==> config.mk <==
export PLATFORM = sky130hd
export DESIGN_NAME = cgc_gate_ctl
export DESIGN_NICKNAME = d
export VERILOG_FILES = /design/src/cgc_pkg.sv /design/src/cgc_gate_ctl.sv /design/src/cgc_sync.sv
export SDC_FILE = /design/constraint.sdc
export NUM_CORES = 1
export LEC_CHECK = 0
export ABC_AREA = 1
export BUFFER_PORTS_ARGS = -buffer_cell sky130_fd_sc_hd__buf_4
export CAP_MARGIN = 20
export CORE_UTILIZATION = 40
export CTS_CLUSTER_DIAMETER = 100
export DETAILED_ROUTE_END_ITERATION = 7
export SYNTH_ARGS = -nofsm -noshare
export SYNTH_HDL_FRONTEND = slang
export SYNTH_SLANG_ARGS = --single-unit
==> constraint.sdc <==
create_clock -name sys_clk -period 2.9 [get_ports sys_clk]
set_clock_uncertainty 0.15 [all_clocks]
set_input_delay 0.29 -clock sys_clk [delete_from_list [all_inputs] [get_ports sys_clk]]
set_output_delay 0.29 -clock sys_clk [all_outputs]
set_load 0.01 [all_outputs]
==> src/cgc_pkg.sv <==
// package of constants and carrier types for the counter gate control block
package cgc_pkg;

    // ------------------------------------------------------------------
    // register byte addresses (apb, one word each)
    // ------------------------------------------------------------------
    localparam logic [7:0] ADDR_COUNTER_LOW  = 8'h00;   // counter_low_byte
    localparam logic [7:0] ADDR_COUNTER_HIGH = 8'h04;   // counter_high_byte
    localparam logic [7:0] ADDR_COUNTER_CTL  = 8'h08;   // counter_control
    localparam logic [7:0] ADDR_GATE_CTL     = 8'h0C;   // gate_control
    localparam logic [7:0] ADDR_IRQ_FLAGS    = 8'h10;   // peripheral_irq_flags
    localparam logic [7:0] ADDR_IRQ_ENABLES  = 8'h14;   // peripheral_irq_enables

    // ------------------------------------------------------------------
    // field positions
    // ------------------------------------------------------------------
    localparam int GC_ENABLE_BIT   = 7;     // gate_enable_ctl
    localparam int GC_POLARITY_BIT = 6;     // gate_polarity
    localparam int GC_TOGGLE_BIT   = 5;     // gate_toggle_mode
    localparam int GC_SPM_BIT      = 4;     // gate_single_pulse_mode
    localparam int GC_GODONE_BIT   = 3;     // pulse_acquire_go_done
    localparam int GC_VALUE_BIT    = 2;     // gate_level_value
    localparam int GC_SRC_LSB      = 0;     // gate_source_sel (2 bits)
    localparam int CC_RUN_BIT      = 0;     // counter_run
    localparam int IRQ_GATE_BIT    = 7;     // gate event flag / enable
    localparam int IRQ_ROLL_BIT    = 0;     // counter rollover flag / enable

    // ------------------------------------------------------------------
    // reset values and codes
    // ------------------------------------------------------------------
    localparam logic [7:0] GATE_CTL_RESET    = 8'h00;
    localparam logic [7:0] COUNTER_CTL_RESET = 8'h00;
    localparam logic [7:0] IRQ_RESET         = 8'h00;
    localparam logic [1:0] SRC_PIN           = 2'h0;
    localparam logic [1:0] SRC_TIMER_OVF     = 2'h1;
    localparam int         SYNC_STAGES       = 2;

    // single-pulse acquisition states
    typedef enum logic [1:0] {
        SP_IDLE,
        SP_ARMED,
        SP_OPEN
    } cgc_sp_state_t;

    // apb request carrier
    typedef struct packed {
        logic        psel;
        logic        penable;
        logic        pwrite;
        logic [7:0]  paddr;
        logic [31:0] pwdata;
    } cgc_apb_req_t;

    // apb answer carrier
    typedef struct packed {
        logic        pready;
        logic        pslverr;
        logic [31:0] prdata;
    } cgc_apb_rsp_t;

endpackage

==> src/cgc_gate_ctl.sv <==
// counter gate control: 16-bit counter, gate logic, apb registers, interrupt
`timescale 1ns/1ps

module cgc_gate_ctl
    import cgc_pkg::*;
#(
    parameter int COUNT_WIDTH = 16
) (
    input  wire logic             sys_clk,
    input  wire logic             rst,
    input  wire logic             clkEn,
    input  wire cgc_pkg::cgc_apb_req_t apbReq,
    output cgc_pkg::cgc_apb_rsp_t apbRsp,
    input  wire logic             gateInputPin,
    input  wire logic             eightBitTimerTick,
    input  wire logic             counterTick,
    output logic                  irq,
    output logic                  counterCountEn,
    output logic [COUNT_WIDTH-1:0] counterValue
);
    import cgc_pkg::*;

    // ------------------------------------------------------------------
    // elaboration check
    // ------------------------------------------------------------------
    initial begin
        if (COUNT_WIDTH != 16) $error("counter is split into exactly two bytes");
    end

    // ------------------------------------------------------------------
    // state
    // ------------------------------------------------------------------
    logic [7:0]             gateCtl_ff;       // writable gate control bits
    logic [7:0]             counterCtl_ff;    // counter control register
    logic [7:0]             irqFlags_ff;      // sticky event flags
    logic [7:0]             irqEn_ff;         // interrupt mask
    logic [COUNT_WIDTH-1:0] count_ff;         // the counter itself
    logic [7:0]             eightBitTimer_ff; // internal 8-bit timer
    logic                   ovfPulse_ff;      // wrap pulse towards the gate
    logic                   toggle_ff;        // gate toggle flip-flop
    logic                   gateSyncPrev_ff;  // previous synchronised gate
    logic                   gateValPrev_ff;   // previous status level
    cgc_sp_state_t          spState_ff;       // single-pulse sequencer
    cgc_sp_state_t          nxt_spState;
    logic [31:0]            rdData_ff;        // registered read data

    // ------------------------------------------------------------------
    // decoded controls
    // ------------------------------------------------------------------
    wire logic       runOn      = counterCtl_ff[CC_RUN_BIT];
    wire logic       gateEnable = gateCtl_ff[GC_ENABLE_BIT];
    wire logic       gatePol    = gateCtl_ff[GC_POLARITY_BIT];
    wire logic       toggleMode = gateCtl_ff[GC_TOGGLE_BIT];
    wire logic       spMode     = gateCtl_ff[GC_SPM_BIT];
    wire logic       goDone     = gateCtl_ff[GC_GODONE_BIT];
    wire logic [1:0] srcSel     = gateCtl_ff[GC_SRC_LSB +: 2];

    // ------------------------------------------------------------------
    // gate source selection and synchronisation
    // ------------------------------------------------------------------
    logic gateSync;     // selected source on sys_clk
    wire logic gateRaw =
        (srcSel == SRC_PIN)       ? gateInputPin :
        (srcSel == SRC_TIMER_OVF) ? ovfPulse_ff  :
                                    1'b0;

    // all later edge logic sees only the synchronised copy
    cgc_sync #(
        .STAGES (SYNC_STAGES)
    ) u_gate_sync (
        .sys_clk (sys_clk),
        .rst     (rst),
        .clkEn   (clkEn),
        .asyncIn (gateRaw),
        .syncOut (gateSync)
    );

    // polarity folds the active level to high so edges mean the same thing
    wire logic gatePolar  = gatePol ? gateSync : ~gateSync;
    wire logic polarPrev  = gatePol ? gateSyncPrev_ff : ~gateSyncPrev_ff;
    wire logic polarRise  = gatePolar & ~polarPrev;
    // toggle path replaces the level by the flop
    wire logic toggledLvl = toggleMode ? toggle_ff : gatePolar;
    wire logic toggledPrv;
    logic      toggledPrev_ff;
    assign toggledPrv = toggledPrev_ff;
    wire logic stageRise  = toggledLvl & ~toggledPrv;
    wire logic stageFall  = ~toggledLvl & toggledPrv;

    // ------------------------------------------------------------------
    // single-pulse sequencer
    // ------------------------------------------------------------------
    // armed waits for the next incrementing edge, open lasts until the
    // trailing edge; any other gate activity is shut out
    always_comb begin
        nxt_spState = spState_ff;
        case (spState_ff)
            SP_IDLE: begin
                if (spMode && goDone) begin
                    nxt_spState = stageRise ? SP_OPEN : SP_ARMED;
                end
            end
            SP_ARMED: begin
                if (!spMode || !goDone) begin
                    nxt_spState = SP_IDLE;
                end else if (stageRise) begin
                    nxt_spState = SP_OPEN;
                end
            end
            SP_OPEN: begin
                if (!spMode || stageFall) begin
                    nxt_spState = SP_IDLE;
                end
            end
            default: begin
                nxt_spState = SP_IDLE;
            end
        endcase
    end

    wire logic spDone   = (spState_ff == SP_OPEN) && stageFall;
    wire logic gateLvl  = spMode ? (spState_ff == SP_OPEN)
                                 : toggledLvl;
    // the status follows the gate whatever the enable says
    wire logic gateVal  = gateLvl;
    wire logic gateFall = gateValPrev_ff & ~gateVal;

    // run gates everything; enable off means free counting
    assign counterCountEn = runOn & (gateEnable ? gateLvl : 1'b1);
    wire logic countStep = counterCountEn & counterTick;
    wire logic rollOver  = countStep & (&count_ff);

    // ------------------------------------------------------------------
    // apb decode
    // ------------------------------------------------------------------
    wire logic apbSetup = apbReq.psel & ~apbReq.penable;
    wire logic apbWr    = apbReq.psel & apbReq.penable & apbReq.pwrite;
    wire logic apbRd    = apbSetup & ~apbReq.pwrite;
    wire logic [7:0] wb = apbReq.pwdata[7:0];
    wire logic hitLow   = apbReq.paddr == ADDR_COUNTER_LOW;
    wire logic hitHigh  = apbReq.paddr == ADDR_COUNTER_HIGH;
    wire logic hitCctl  = apbReq.paddr == ADDR_COUNTER_CTL;
    wire logic hitGctl  = apbReq.paddr == ADDR_GATE_CTL;
    wire logic hitFlags = apbReq.paddr == ADDR_IRQ_FLAGS;
    wire logic hitEn    = apbReq.paddr == ADDR_IRQ_ENABLES;
    wire logic hitAny   = hitLow | hitHigh | hitCctl | hitGctl | hitFlags | hitEn;
    // flags clear on the completing read, one edge after the data was sampled
    wire logic flagsRdDone = apbReq.psel & apbReq.penable & ~apbReq.pwrite & hitFlags;

    wire logic [7:0] gateCtlView;
    assign gateCtlView = {gateCtl_ff[7:3], gateVal, gateCtl_ff[1:0]};

    wire logic [7:0] rdByte =
        hitLow   ? count_ff[7:0]   :
        hitHigh  ? count_ff[15:8]  :
        hitCctl  ? counterCtl_ff   :
        hitGctl  ? gateCtlView     :
        hitFlags ? irqFlags_ff     :
        hitEn    ? irqEn_ff        :
                   8'h00;

    // zero wait states: pready is high in every access phase
    assign apbRsp.pready  = 1'b1;
    assign apbRsp.pslverr = apbReq.psel & apbReq.penable & ~hitAny;
    assign apbRsp.prdata  = rdData_ff;

    // ------------------------------------------------------------------
    // read data register
    // ------------------------------------------------------------------
    always_ff @(posedge sys_clk or posedge rst) begin
        if (rst) begin
            rdData_ff <= 32'h0000_0000;
        end else if (clkEn && apbRd) begin
            rdData_ff <= {24'h00_0000, rdByte};
        end
    end

    // ------------------------------------------------------------------
    // gate control register: go/done set by software, cleared by hardware
    // ------------------------------------------------------------------
    always_ff @(posedge sys_clk or posedge rst) begin
        if (rst) begin
            gateCtl_ff <= GATE_CTL_RESET;
        end else if (clkEn) begin
            if (apbWr && hitGctl) begin
                // the status position holds no storage
                gateCtl_ff <= {wb[7:4], wb[3] & ~spDone, 1'b0, wb[1:0]};
            end else if (spDone || !spMode) begin
                gateCtl_ff[GC_GODONE_BIT] <= 1'b0;
            end
        end
    end

    // ------------------------------------------------------------------
    // counter control and interrupt enables
    // ------------------------------------------------------------------
    always_ff @(posedge sys_clk or posedge rst) begin
        if (rst) begin
            counterCtl_ff <= COUNTER_CTL_RESET;
            irqEn_ff      <= IRQ_RESET;
        end else if (clkEn) begin
            if (apbWr && hitCctl) begin
                counterCtl_ff <= {wb[7:2], 1'b0, wb[0]};
            end
            if (apbWr && hitEn) begin
                irqEn_ff <= wb;
            end
        end
    end

    // ------------------------------------------------------------------
    // sticky flags: a new event beats the clear by read
    // ------------------------------------------------------------------
    logic [7:0] setMask;
    always_comb begin
        setMask               = 8'h00;
        setMask[IRQ_GATE_BIT] = gateFall;
        setMask[IRQ_ROLL_BIT] = rollOver;
    end

    always_ff @(posedge sys_clk or posedge rst) begin
        if (rst) begin
            irqFlags_ff <= IRQ_RESET;
        end else if (clkEn) begin
            irqFlags_ff <= (flagsRdDone ? 8'h00 : irqFlags_ff) | setMask;
        end
    end

    assign irq = |(irqFlags_ff & irqEn_ff);

    // ------------------------------------------------------------------
    // 16-bit counter with byte writes
    // ------------------------------------------------------------------
    always_ff @(posedge sys_clk or posedge rst) begin
        if (rst) begin
            count_ff <= '0;
        end else if (clkEn) begin
            if (apbWr && hitLow) begin
                count_ff[7:0] <= wb;
            end else if (apbWr && hitHigh) begin
                count_ff[15:8] <= wb;
            end else if (countStep) begin
                count_ff <= count_ff + 16'h0001;
            end
        end
    end

    assign counterValue = count_ff;

    // ------------------------------------------------------------------
    // 8-bit timer and its wrap pulse
    // ------------------------------------------------------------------
    always_ff @(posedge sys_clk or posedge rst) begin
        if (rst) begin
            eightBitTimer_ff <= 8'h00;
            ovfPulse_ff      <= 1'b0;
        end else if (clkEn) begin
            ovfPulse_ff <= eightBitTimerTick && (eightBitTimer_ff == 8'hFF);
            if (eightBitTimerTick) begin
                eightBitTimer_ff <= eightBitTimer_ff + 8'h01;
            end
        end
    end

    // ------------------------------------------------------------------
    // toggle flop: held clear when toggle mode or run is off
    // ------------------------------------------------------------------
    always_ff @(posedge sys_clk or posedge rst) begin
        if (rst) begin
            toggle_ff <= 1'b0;
        end else if (clkEn) begin
            if (!toggleMode || !runOn) begin
                toggle_ff <= 1'b0;
            end else if (polarRise) begin
                toggle_ff <= ~toggle_ff;
            end
        end
    end

    // ------------------------------------------------------------------
    // edge history and sequencer state
    // ------------------------------------------------------------------
    always_ff @(posedge sys_clk or posedge rst) begin
        if (rst) begin
            gateSyncPrev_ff <= 1'b0;
            toggledPrev_ff  <= 1'b0;
            gateValPrev_ff  <= 1'b0;
            spState_ff      <= SP_IDLE;
        end else if (clkEn) begin
            gateSyncPrev_ff <= gateSync;
            toggledPrev_ff  <= toggledLvl;
            gateValPrev_ff  <= gateVal;
            spState_ff      <= nxt_spState;
        end
    end
endmodule // cgc_gate_ctl

==> src/cgc_sync.sv <==
// two flip-flop level synchroniser with clock enable
`timescale 1ns/1ps
module cgc_sync #(
    parameter int STAGES = 2
) (
    input  wire logic sys_clk,
    input  wire logic rst,
    input  wire logic clkEn,
    input  wire logic asyncIn,
    output logic      syncOut
);
    import cgc_pkg::*;

    logic [STAGES-1:0] chain_ff;   // first stage feeds only the second

    initial begin
        if (STAGES < 2) $error("cgc_sync needs at least two stages");
    end

    // ------------------------------------------------------------------
    // shift chain
    // ------------------------------------------------------------------
    always_ff @(posedge sys_clk or posedge rst) begin
        if (rst) begin
            chain_ff <= '0;
        end else if (clkEn) begin
            chain_ff <= {chain_ff[STAGES-2:0], asyncIn};
        end
    end

    assign syncOut = chain_ff[STAGES-1];
endmodule // cgc_sync

* After elaboration in Yosys (flattened, before gate mapping)
Index checks and enable logic that the tools add are counted. W data, S select, Z words.
Word-level totals: flip-flop bits (word level) 71, bits of input ports 49
Cells by class: add/sub/neg operators 2, eq/ne operators 13, muxes and demuxes 28, bitwise gates (word level) 34, reduce and logical (&&, ||, !) cells 35
Operators with widths (number):
- $mux W8 | 10
- $add A16 B1 Y16 const B | 1
- $eq A8 B4 Y1 const B | 2
- $eq A8 B5 Y1 const B | 2
- $mux W16 | 1
- $reduce_and A16 Y1 | 1
- $and A1 B1 Y1 | 15
- $not A1 Y1 | 12
- $reduce_and A2 Y1 | 6
- $mux W1 | 11
- $mux W2 | 5
- $logic_and A1 B1 Y1 | 9
- $add A8 B1 Y8 const B | 1
- $and A8 B8 Y8 | 1
- $eq A8 B3 Y1 const B | 1
- $eq A8 B8 Y1 const B | 1
- $logic_not A8 Y1 | 1
- $or A8 B8 Y8 | 1
- $reduce_bool A2 Y1 | 4
- $reduce_or A8 Y1 | 1
- $ne A2 B2 Y1 const B | 3
- $pmux W2 S3 | 1
- $reduce_and A3 Y1 | 2
- $or A1 B1 Y1 | 5
- 7 further kinds | 15

* Depth between registers and ports, before layout
Gate-level depths: netlist of run 1.
depth after elaboration 10, mapped depth 11

* Cells and area by module
A second synthesis of run 1 with hierarchy kept.
Second synthesis, totals: cells, all modules 535, area, all modules 4006.3 sq um
Modules (own cells, without submodules):
- cgc_gate_ctl | times used 1, cells an instance 525, area each 3926.3 sq um, sequential area each 1576.5 sq um
- cgc_sync | times used 1, cells an instance 10, area each 80.1 sq um, sequential area each 50.0 sq um

* Worst setup path before layout of run 1
Ideal clock, no wire load.
path kind input to output, start input apbReq[38] (netlist name), end output apbRsp[32] (netlist name), arrival 1.215 ns, path slack 1.245 ns, stages 7, path buffers 1, path through inv_1 -> nand3_4 -> nor2_4 -> buf_4 -> inv_2 -> nand4_1 -> nor4_1
RTL lines:
- start, declared | line cgc_gate_ctl.sv:12 | input wire cgc_pkg::cgc_apb_req_t apbReq,
- end, declared | line cgc_gate_ctl.sv:13 | output cgc_pkg::cgc_apb_rsp_t apbRsp,

* Worst setup path in the final report of run 1
start register count_ff[1], in the netlist counterValue[1], end register count_ff[14], in the netlist counterValue[14]
On the way: longest elaborated chain between the ends 3
Ends and longest elaborated chain:
- start, declared | line cgc_gate_ctl.sv:37 | logic [COUNT_WIDTH-1:0] count_ff;
- start signal, assigned | line cgc_gate_ctl.sv:239 | count_ff[7:0] <= wb;
- start signal, assigned | line cgc_gate_ctl.sv:243 | count_ff <= count_ff + 16'h0001;
- $add A16 B1 Y16 | line cgc_gate_ctl.sv:243
- $mux W16 | line cgc_gate_ctl.sv:242 | end else if (countStep) begin
- $mux W8 | line cgc_gate_ctl.sv:240 | end else if (apbWr && hitHigh) begin
No other way between the ends. The select of a mux whose other input is x is not followed. A chain may end at the register's enable or synchronous reset.

==> results of run 1 <==
## layer usage
layer  share of wire, %  up-vias  wire (um)
met5                  0        -          0
met4                1.8        0        182
met3                5.7       13        589
met2                 44      117       4612
met1                 48     1643       5008
li1                   -     1773          -
## what timing repair did
item	4_1_cts	5_1_grt
hold buffers	1	0
endpoints found under the hold margin	34	0
gates resized for setup	0	0
## layout by cell type, fill, tap and decap left out, drive strengths merged
cell type	synthesis	layout
nand2	178	178
dfrtp	65	65
inv	53	56
o21ai	55	55
buf	34	52
nand3	42	42
nor2	40	40
conb	2	25
nand4	13	13
a21oi	10	10
xor2	10	10
clkbuf	2	9
o211ai	6	6
nor3	5	5
a22o	2	2
xnor2	2	2
ha	2	2
clkinvlp	0	2
a31o	1	1
a31oi	1	1
o32ai	1	1
or2	1	1
nor4	1	1
a211oi	1	1
mux2	1	1
o2111ai	1	1
bufinv	0	1
clkinv	0	1
dlygate4sd3	0	1
## power groups by stage
stage	clock (mW)	combinational, mW	sequential [mW]
after floorplan	0	0.206	1.04
after global placement	0	0.251	1.05
after detailed placement	0	0.261	1.05
after CTS	0.833	0.261	1.03
after global routing	0.875	0.297	1.05
final	0.811	0.256	1.03
## layout make-up
cell class / count / share of cell area, %
clock inverter: 7 / 1.661
timing repair buffer: 53 / 8.984
tap: 133 / 3.621
sequential: 65 / 35.39
inverter: 53 / 4.329
multi-input combinational: 398 / 43.32
clock buffer: 9 / 2.695
## worst max-delay path by stage
stage	from	to	slack, ns
detailed placement	apbReq[33]	counterValue[2]$_DFFE_PP0P_	0.87
CTS	counterValue[1]$_DFFE_PP0P_	counterValue[14]$_DFFE_PP0P_	0.99
global route	counterValue[1]$_DFFE_PP0P_	counterValue[14]$_DFFE_PP0P_	0.86
finish	counterValue[1]$_DFFE_PP0P_	counterValue[14]$_DFFE_PP0P_	0.92
floorplan	rst	counterCtl_ff[0]$_DFFE_PP0P_	0.83
global placement	apbReq[33]	counterValue[7]$_DFFE_PP0P_	0.94
## sequential cells by signal (all words and copies together), names as in the netlist
signal                flops
counterValue             16
counterCtl_ff             7
toggledPrev_ff            1
irqEn_ff                  8
ovfPulse_ff               1
eightBitTimer_ff          8
irqFlags_ff               2
u_gate_sync.chain_ff      2
toggle_ff                 1
gateCtl_ff                7
spState_ff                2
gateValPrev_ff            1
gateSyncPrev_ff           1
rdData_ff                 8
## cell families (layout without fill, tap and decap cells)
group / count (synthesis) / count (layout) / synth area share, %
simple gates: 280 / 280 / 33.17
buf+inv: 89 / 122 / 11.78
compound gates: 78 / 78 / 10.69
flops: 65 / 65 / 40.64
xor+xnor: 12 / 12 / 2.626
fa+ha+maj: 2 / 2 / 0.6251
other cells: 2 / 25 / 0.1876
mux: 1 / 1 / 0.2813
## per-stage QoR
stage          setup slack (ns)  std cells  instance area (um^2)
2_1_floorplan            0.8335        552                  4089
3_3_place_gp             0.9408        701                  4385
3_5_place_dp             0.8749        701                  4385
4_1_cts                  0.9856        718                  4596
5_1_grt                  0.8555        718                  4596
6_report                 0.9176        718                  4596
## critical path: stages, from the launching register on
cell and delay [ns]:
dfrtp_1 0.46, ha_1 0.23, nand2_1 0.09, nor2_2 0.27
nand3_2 0.17, nor2_2 0.13, xor2_1 0.15, nand2_1 0.07
nand2_1 0.07, nand3_1 0.07, nand2_1 0.07
==> flow_summary.ini, run 1 <==
[sta]
holdWs_ns = 0.03311
slew_viol_final = 0
fin_setup_tns_ns = 0
period_minus_slack_ns = 1.982
finalSetupViolCount = 0
fin_crit_sh_pct = 68.36
rsz0062_at_grt = no
worst_pin_slew_ns = 0.7792
hold_viol = 0
slew_headroom_pct = 47.98
max_clock_freq_mhz = 504.4

[power]
pwr-share-seq_pct = 49.2
p_switching_uw = 620.4
powerDensity_mw_per_mm2 = 457.3
internal_power_mw = 1.481
total_power_mw = 2.102
power_frac_clock_pct = 38.6
vdd_drop_max_mv = 0.3681
p_leak_nw = 2.346
netSwitchingFraction_pct = 29.52
power.share.combinational_pct = 12.2

[routing]
detail_route.vias_per_cell = 4.939
routedWlPerCell_um = 14.47
firstDrtPassIters = 5
postRouteWirelength_mm = 10.39
drt-initial-drc-count = 265
vias = 3546
ant_nets = 0
drc = 0

[critical_path]
cp.required_ns = 3.05
setup.worst_path.class = flop to flop
r2r-start = counterValue[1]$_DFFE_PP0P_
cp-end-kind = flop
cp_max_fo = 5
cp.arrival_ns = 2.13
crit_path_start_kind = flop
r2r_cells = 10
r2r_end = counterValue[14]$_DFFE_PP0P_
rrSetupSlack_ns = 0.92

[logic_synthesis]
synth_top_area_cell = dfrtp_1
netlist_top_cells_area = dfrtp_1 (41%), nand2_1 (16%), buf_4 (5.3%), nand3_1 (4.6%), o21ai_1 (4.6%)
ys.flop_type = dfrtp_1
ys.warnings.count = 0
postSynthCellCount = 529
synth_edf_count = 0
syn_avg_cell_area_um2 = 7.566
seq_area_frac_synth_pct = 40.64
async_reset_ff_share_pct = 100.0
synth.distinct_cells = 38
netlist_area_mm2 = 0.004003
yosysMostFrequentCell = nand2_1
synthTopCellsByCount = nand2_1 (169), dfrtp_1 (65), inv_1 (45), nand3_1 (37), o21ai_1 (37)
synth-seq-cells = 65
netlist.area_leader.share_pct = 40.64

[clock_network]
numCtsBuffers = 9
cts.sinks = 65
ctsHtreeMaxLevel = 3
cts_tree = yes
clock_path_buffers = 2
cts_setup_buffers = 0
cts.clk_slew.worst_paths_ns = 0.08
clkLatencyLatePin_ns = 0.36
cts-root-buf = clkbuf_8

[placed_design]
place.gp.congestion = 0.9407
port-buffer-count = 51
dp_hpwl_mm = 7.677

[layout]
multi_input_area_mm2 = 0.001991
drive_above_1_share_pct = 18.80
antenna_cells = 0
nets = 631
syn2layout_area_growth_pct = 14.82
regArea_mm2 = 0.001627
fillers = 1026
fin_util_pct = 47.24

[grt]
grt.busiest_layer = met2
grt_pass1_vias = 3094
grtUsageMet3_pct = 3.557
grt.met2_usage_pct = 31.70
antenna_found_initial = 0
grt_max_degree = 36
grt_usage_pct = 21.36
grt_pass1_wl_mm = 16.42
grt_overflow = 0
met1_usage_pct = 30.98

[floorplan]
dieHeight_um = 102.0
start_util_pct = 41.14
core_mm2 = 0.009729
die-area_mm2 = 0.01041
die_w_um = 102.0
rows = 36
ios = 101

[flow_run]
maxCapViolCount = 0

[min_path]
worstHoldStart = gateInputPin
hold_depth = 3
hold_path_end = u_gate_sync.chain_ff[0]$_DFFE_PP0P_
min_path_type = input port to flop

[status]
status = complete, no violations
Note: power is estimated with default switching activity, not from simulation.
==> inputs of run 2 (changes only) <==
==> constraint.sdc (replaced) <==
create_clock -name sys_clk -period 1.9 [get_ports sys_clk]
set_clock_uncertainty 0.15 [all_clocks]
set_input_delay 0.19 -clock sys_clk [delete_from_list [all_inputs] [get_ports sys_clk]]
set_output_delay 0.19 -clock sys_clk [all_outputs]
set_load 0.01 [all_outputs]
==> flow_summary.ini, run 2 (synthesis results as in run 1) <==
[routing]
detail_route.vias_per_cell = 4.866
postRouteWirelength_mm = 10.67
firstDrtPassIters = 6
drt-initial-drc-count = 230
routedWlPerCell_um = 14.59
vias = 3557
drc = 0
ant_nets = 0

[sta]
hold_viol = 0
fin_setup_tns_ns = 0
finalSetupViolCount = 0
worst_slack_ns = 0.1426
period_minus_slack_ns = 1.757
max_clock_freq_mhz = 569.0
slew_viol_final = 0
fin_crit_sh_pct = 92.49

[grt]
antenna_found_initial = 0
grt_overflow = 0
grt_pass1_wl_mm = 17.08
grt_pass1_vias = 3260
grt_max_degree = 47
grt_usage_pct = 22.08

[floorplan]
die-area_mm2 = 0.01041
core_mm2 = 0.009729
die_w_um = 102.0
ios = 101
dieHeight_um = 102.0
rows = 36
start_util_pct = 41.14

[clock_network]
cts_tree = yes
clock_path_buffers = 2
ctsHtreeMaxLevel = 3
cts.sinks = 65
cts.clk_slew.worst_paths_ns = 0.08
cts-root-buf = clkbuf_8
numCtsBuffers = 9
clkLatencyLatePin_ns = 0.35

[critical_path]
cp_max_fo = 5
crit_chain = inv_2, nand3_1, nand3_1, nand3_1, nand2_1, inv_1, buf_4
cpLargestDelayFamily = flip-flops
slowest_delay_ns = 0.43
worst-path-buf-inv = 3
setup.worst_path.class = flop to output pin
cp.required_ns = 1.56
cp.arrival_ns = 1.42
cp-end-kind = output pin
crit_path_top_delay_cell = dfrtp_1
crit_path_start_kind = flop
cpMostUsedCell = nand3_1

[layout]
largest_reg_flops = 16
drive_above_1_share_pct = 20.07
final_common_cell = nand2_1
fillers = 1005
regArea_mm2 = 0.001627
final_cell_mix = nand2_1 (169), dfrtp_1 (65), buf_4 (62), inv_1 (44)
final_area_mm2 = 0.004695
antenna_cells = 0
nets = 644
multi_input_area_mm2 = 0.002012
syn2layout_area_growth_pct = 17.29

[min_path]
min_path_type = input port to flop

[power]
internal_power_mw = 2.131
pwr-share-seq_pct = 51.7
powerDensity_mw_per_mm2 = 650.6
netSwitchingFraction_pct = 30.24
vdd_drop_max_mv = 0.4216
p_switching_uw = 923.4
power_frac_clock_pct = 35.0
p_leak_nw = 2.415
power.share.combinational_pct = 13.3

[placed_design]
place.gp.congestion = 0.9403
port-buffer-count = 51
placed_cell_area_mm2 = 0.004472
dp_hpwl_mm = 8.004
dp_slack_ns = 0.09884

[flow_run]
maxCapViolCount = 0

[status]
status = complete, no violations
==> run 2: changes by cell type in the layout (fill, tap and decap cells not counted), moves of 2 or more <==
cell           delta
nand2_2           -2
dlygate4sd3_1     +2
nand2_4           +2
clkinv_4          +2
inv_6             -2
buf_4            +11
==> run 2: area by class of cell <==
| type | count | area share [%] |
|---|---|---|
| repair buffers | 66 | 10.98 |
| well taps | 133 | 3.545 |
| clock buffers | 10 | 2.719 |
| multi-input cells | 398 | 42.86 |
| clock inverters | 6 | 0.9328 |
| inverters | 53 | 4.318 |
| flip-flops and latches | 65 | 34.65 |
==> run 2: timing repair <==
item,4_1_cts,5_1_grt
endpoints found under the setup margin,0,13
endpoints found under the hold margin,21,0
gates resized for setup,0,4
buffers inserted,0,0
hold buffers,3,0
==> run 2: path summary, 6_finish.rpt <==
| path | from | to | slack, ns | depth (start not counted) |
|---|---|---|---|---|
| worst max-delay path | gateCtl_ff[5]$_DFFE_PP0P_ | counterCountEn | 0.14 | 7 |
| worst min-delay path | apbReq[1] | gateCtl_ff[1]$_DFFE_PP0P_ | 0.01 | 3 |
| worst max register to register | gateCtl_ff[6]$_DFFE_PP0P_ | counterValue[6]$_DFFE_PP0P_ | 0.15 | 10 |
| worst min register to register | rdData_ff[0]$_DFFE_PP0P_ | rdData_ff[0]$_DFFE_PP0P_ | 0.33 | 2 |
| max in group asynchronous | rst | counterValue[15]$_DFFE_PP0P_ | 0.75 | 4 |
| min in group asynchronous | rst | eightBitTimer_ff[5]$_DFFE_PP0P_ | 0.27 | 3 |
==> run 2: power by group through the flow <==
| stage | Clock [mW] | Sequential, mW | Combinational [mW] |
|---|---|---|---|
| after floorplan | 0 | 1.59 | 0.315 |
| final | 1.07 | 1.58 | 0.405 |
| after CTS | 1.10 | 1.58 | 0.408 |
| after detailed placement | 0 | 1.60 | 0.401 |
| after global routing | 1.14 | 1.59 | 0.470 |
| after global placement | 0 | 1.60 | 0.391 |
==> run 2: layer usage <==
| metal | global-route usage, % | up-vias | routed length [um] |
|---|---|---|---|
| li1 | - | 1797 | - |
| met1 | 32.91 | 1646 | 5418 |
| met2 | 32.78 | 100 | 4594 |
| met3 | 3.146 | 14 | 450 |
| met4 | 7.363 | 0 | 201 |
| met5 | 0 | - | 0 |
==> run 2: through the flow <==
stage	hold WS [ns]	power, mW	cells	util [%]
final	0.01200	3.054	731	48.25
after floorplan	0.1712	1.902	552	-
after detailed placement	0.1037	2.006	712	45.96
after global routing	0.03084	3.205	731	48.25
after CTS	0.01192	3.083	731	48.03
after global placement	0.09309	1.992	712	45.96
==> run 2: worst register-to-register path, stage by stage, from the launching register on <==
cell and delay [ns]:
dfrtp_1 0.39, inv_1 0.08, nand2_1 0.07, nand3_1 0.09, nand3_1 0.10, nand3_1 0.11, nand3_2 0.19, nand2_4 0.19
nand3_4 0.13, nand2_1 0.08, nand2_1 0.05
==> inputs of run 3 (changes only) <==
--- a/config.mk
+++ b/config.mk
@@ -8,9 +8,11 @@
 export ABC_AREA = 1
 export BUFFER_PORTS_ARGS = -buffer_cell sky130_fd_sc_hd__buf_4
 export CAP_MARGIN = 20
-export CORE_UTILIZATION = 40
+export CORE_UTILIZATION = 53
+export CTS_BUF_LIST = sky130_fd_sc_hd__clkbuf_16
 export CTS_CLUSTER_DIAMETER = 100
 export DETAILED_ROUTE_END_ITERATION = 7
+export PLACE_DENSITY = 0.8
 export SYNTH_ARGS = -nofsm -noshare
 export SYNTH_HDL_FRONTEND = slang
 export SYNTH_SLANG_ARGS = --single-unit
==> flow_summary.ini, run 3 (synthesis results as in run 1) <==
[status]
status = complete, no violations

[sta]
finalSetupViolCount = 0
slew_viol_final = 0
holdWs_ns = 0.04175
slew_headroom_pct = 66.46
fin_crit_sh_pct = 96.13
worst_pin_slew_ns = 0.5020
max_clock_freq_mhz = 547.5
hold_viol = 0
period_minus_slack_ns = 1.827
fin_setup_tns_ns = 0
worst_slack_ns = 0.07349

[power]
vdd_drop_max_mv = 0.8370
power.share.combinational_pct = 10.9
powerDensity_mw_per_mm2 = 786.4
power_frac_clock_pct = 47.1
total_power_mw = 3.771
p_leak_nw = 2.457
p_switching_uw = 969.6
netSwitchingFraction_pct = 25.71
pwr-share-seq_pct = 42.0
internal_power_mw = 2.802

[floorplan]
rows = 31
core_mm2 = 0.007292
start_util_pct = 54.89
die-area_mm2 = 0.007903
dieHeight_um = 88.90
die_w_um = 88.90
ios = 101

[layout]
fin_util_pct = 65.77
nets = 642
final_cell_mix = nand2_1 (169), dfrtp_1 (65), buf_4 (60), inv_1 (44), o21ai_1 (37)
final_common_cell = nand2_1
largest_reg_flops = 16
syn2layout_area_growth_pct = 19.82
fillers = 623
fin_cells = 695
final_area_mm2 = 0.004796
antenna_cells = 0
drive_above_1_share_pct = 20.13

[critical_path]
cp.arrival_ns = 1.49
rrSetupSlack_ns = 0.15
crit_path_start_kind = flop
cp_max_fo = 3
cp.required_ns = 1.56
setup.worst_path.class = flop to output pin
cp-end-kind = output pin

[grt]
grt.met2_usage_pct = 41.89
antenna_found_initial = 0
grt_pass1_vias = 3331
grt_pass1_wl_mm = 16.13
met1_usage_pct = 38.94
grt.busiest_layer = met2
grtUsageMet3_pct = 3.970
grt_usage_pct = 27.47
grt_max_degree = 26
grt_overflow = 0

[clock_network]
clkLatencyLatePin_ns = 0.34
clock_path_buffers = 2
cts_tree = yes
numCtsBuffers = 9
ctsHtreeMaxLevel = 3
cts_setup_buffers = 0
cts.clk_slew.worst_paths_ns = 0.06
cts-root-buf = clkbuf_16
cts.sinks = 65

[routing]
drc = 0
detail_route.vias_per_cell = 5.413
drt-initial-drc-count = 360
ant_nets = 0
vias = 3762
firstDrtPassIters = 5
postRouteWirelength_mm = 10.19
routedWlPerCell_um = 14.66

[placed_design]
port-buffer-count = 51
placed_cell_area_mm2 = 0.004414
dp_hpwl_mm = 7.341
place_inst = 676
dp_slack_ns = 0.1407
place.gp.congestion = 0.9260

[min_path]
min_path_type = input port to flop

[flow_run]
maxCapViolCount = 0
## run 3: cell count changes in the layout (fill, tap and decap cells not counted), sizes merged
cell	previous run	this run
bufinv	0	2
clkinv	4	3
clkbuf	10	9
buf	63	61
## run 3: final timing paths
| path | from | end | cells after the start |
|---|---|---|---|
| worst min register to register | rdData_ff[6]$_DFFE_PP0P_ | rdData_ff[6]$_DFFE_PP0P_ | 2 |
| worst min-delay path | apbReq[1] | irqEn_ff[1]$_DFFE_PP0P_ | 3 |
| worst max register to register | gateCtl_ff[6]$_DFFE_PP0P_ | counterValue[7]$_DFFE_PP0P_ | 10 |
| max in group asynchronous | rst | toggledPrev_ff$_DFFE_PP0P_ | 4 |
| worst max-delay path | gateCtl_ff[6]$_DFFE_PP0P_ | counterCountEn | 8 |
| min in group asynchronous | rst | gateCtl_ff[5]$_DFFE_PP0P_ | 3 |
## run 3: critical path, cell delays in order, from the launching register on
cell and delay [ns]:
dfrtp_1 0.39, inv_1 0.10, nand2_1 0.08, nand3_1 0.13, nand3_2 0.10, nand3_2 0.10, nand2_1 0.08, inv_1 0.06
buf_4 0.11
## run 3: repair_timing
item	4_1_cts	5_1_grt
endpoints found under the hold margin	23	0
gates resized for setup	0	6
hold buffers	3	0
setup endpoints to repair	0	17
## run 3: area by class of cell
type	instances	area (um^2)	share of cell area (%)
clock inverter	7	93.84	1.957
multi-input combinational	398	2023	42.19
tap	99	123.9	2.583
timing repair buffer	64	500.5	10.44
clock buffer	9	225.2	4.696
sequential	65	1627	33.92
inverter	53	202.7	4.226
## run 3: power groups by stage
stage,logic [mW],registers (mW),clock network [mW]
3_3_place_gp,0.381,1.60,0
6_report,0.412,1.58,1.78
4_1_cts,0.410,1.58,1.79
2_1_floorplan,0.315,1.59,0
5_1_grt,0.468,1.59,1.87
3_5_place_dp,0.404,1.60,0
## run 3: metal layers
metal  share of wire [%]  up-vias
li1                    -     1794
met1                  46     1762
met2                  45      182
met3                 6.1       24
met4                 2.8        0
met5                   0        -
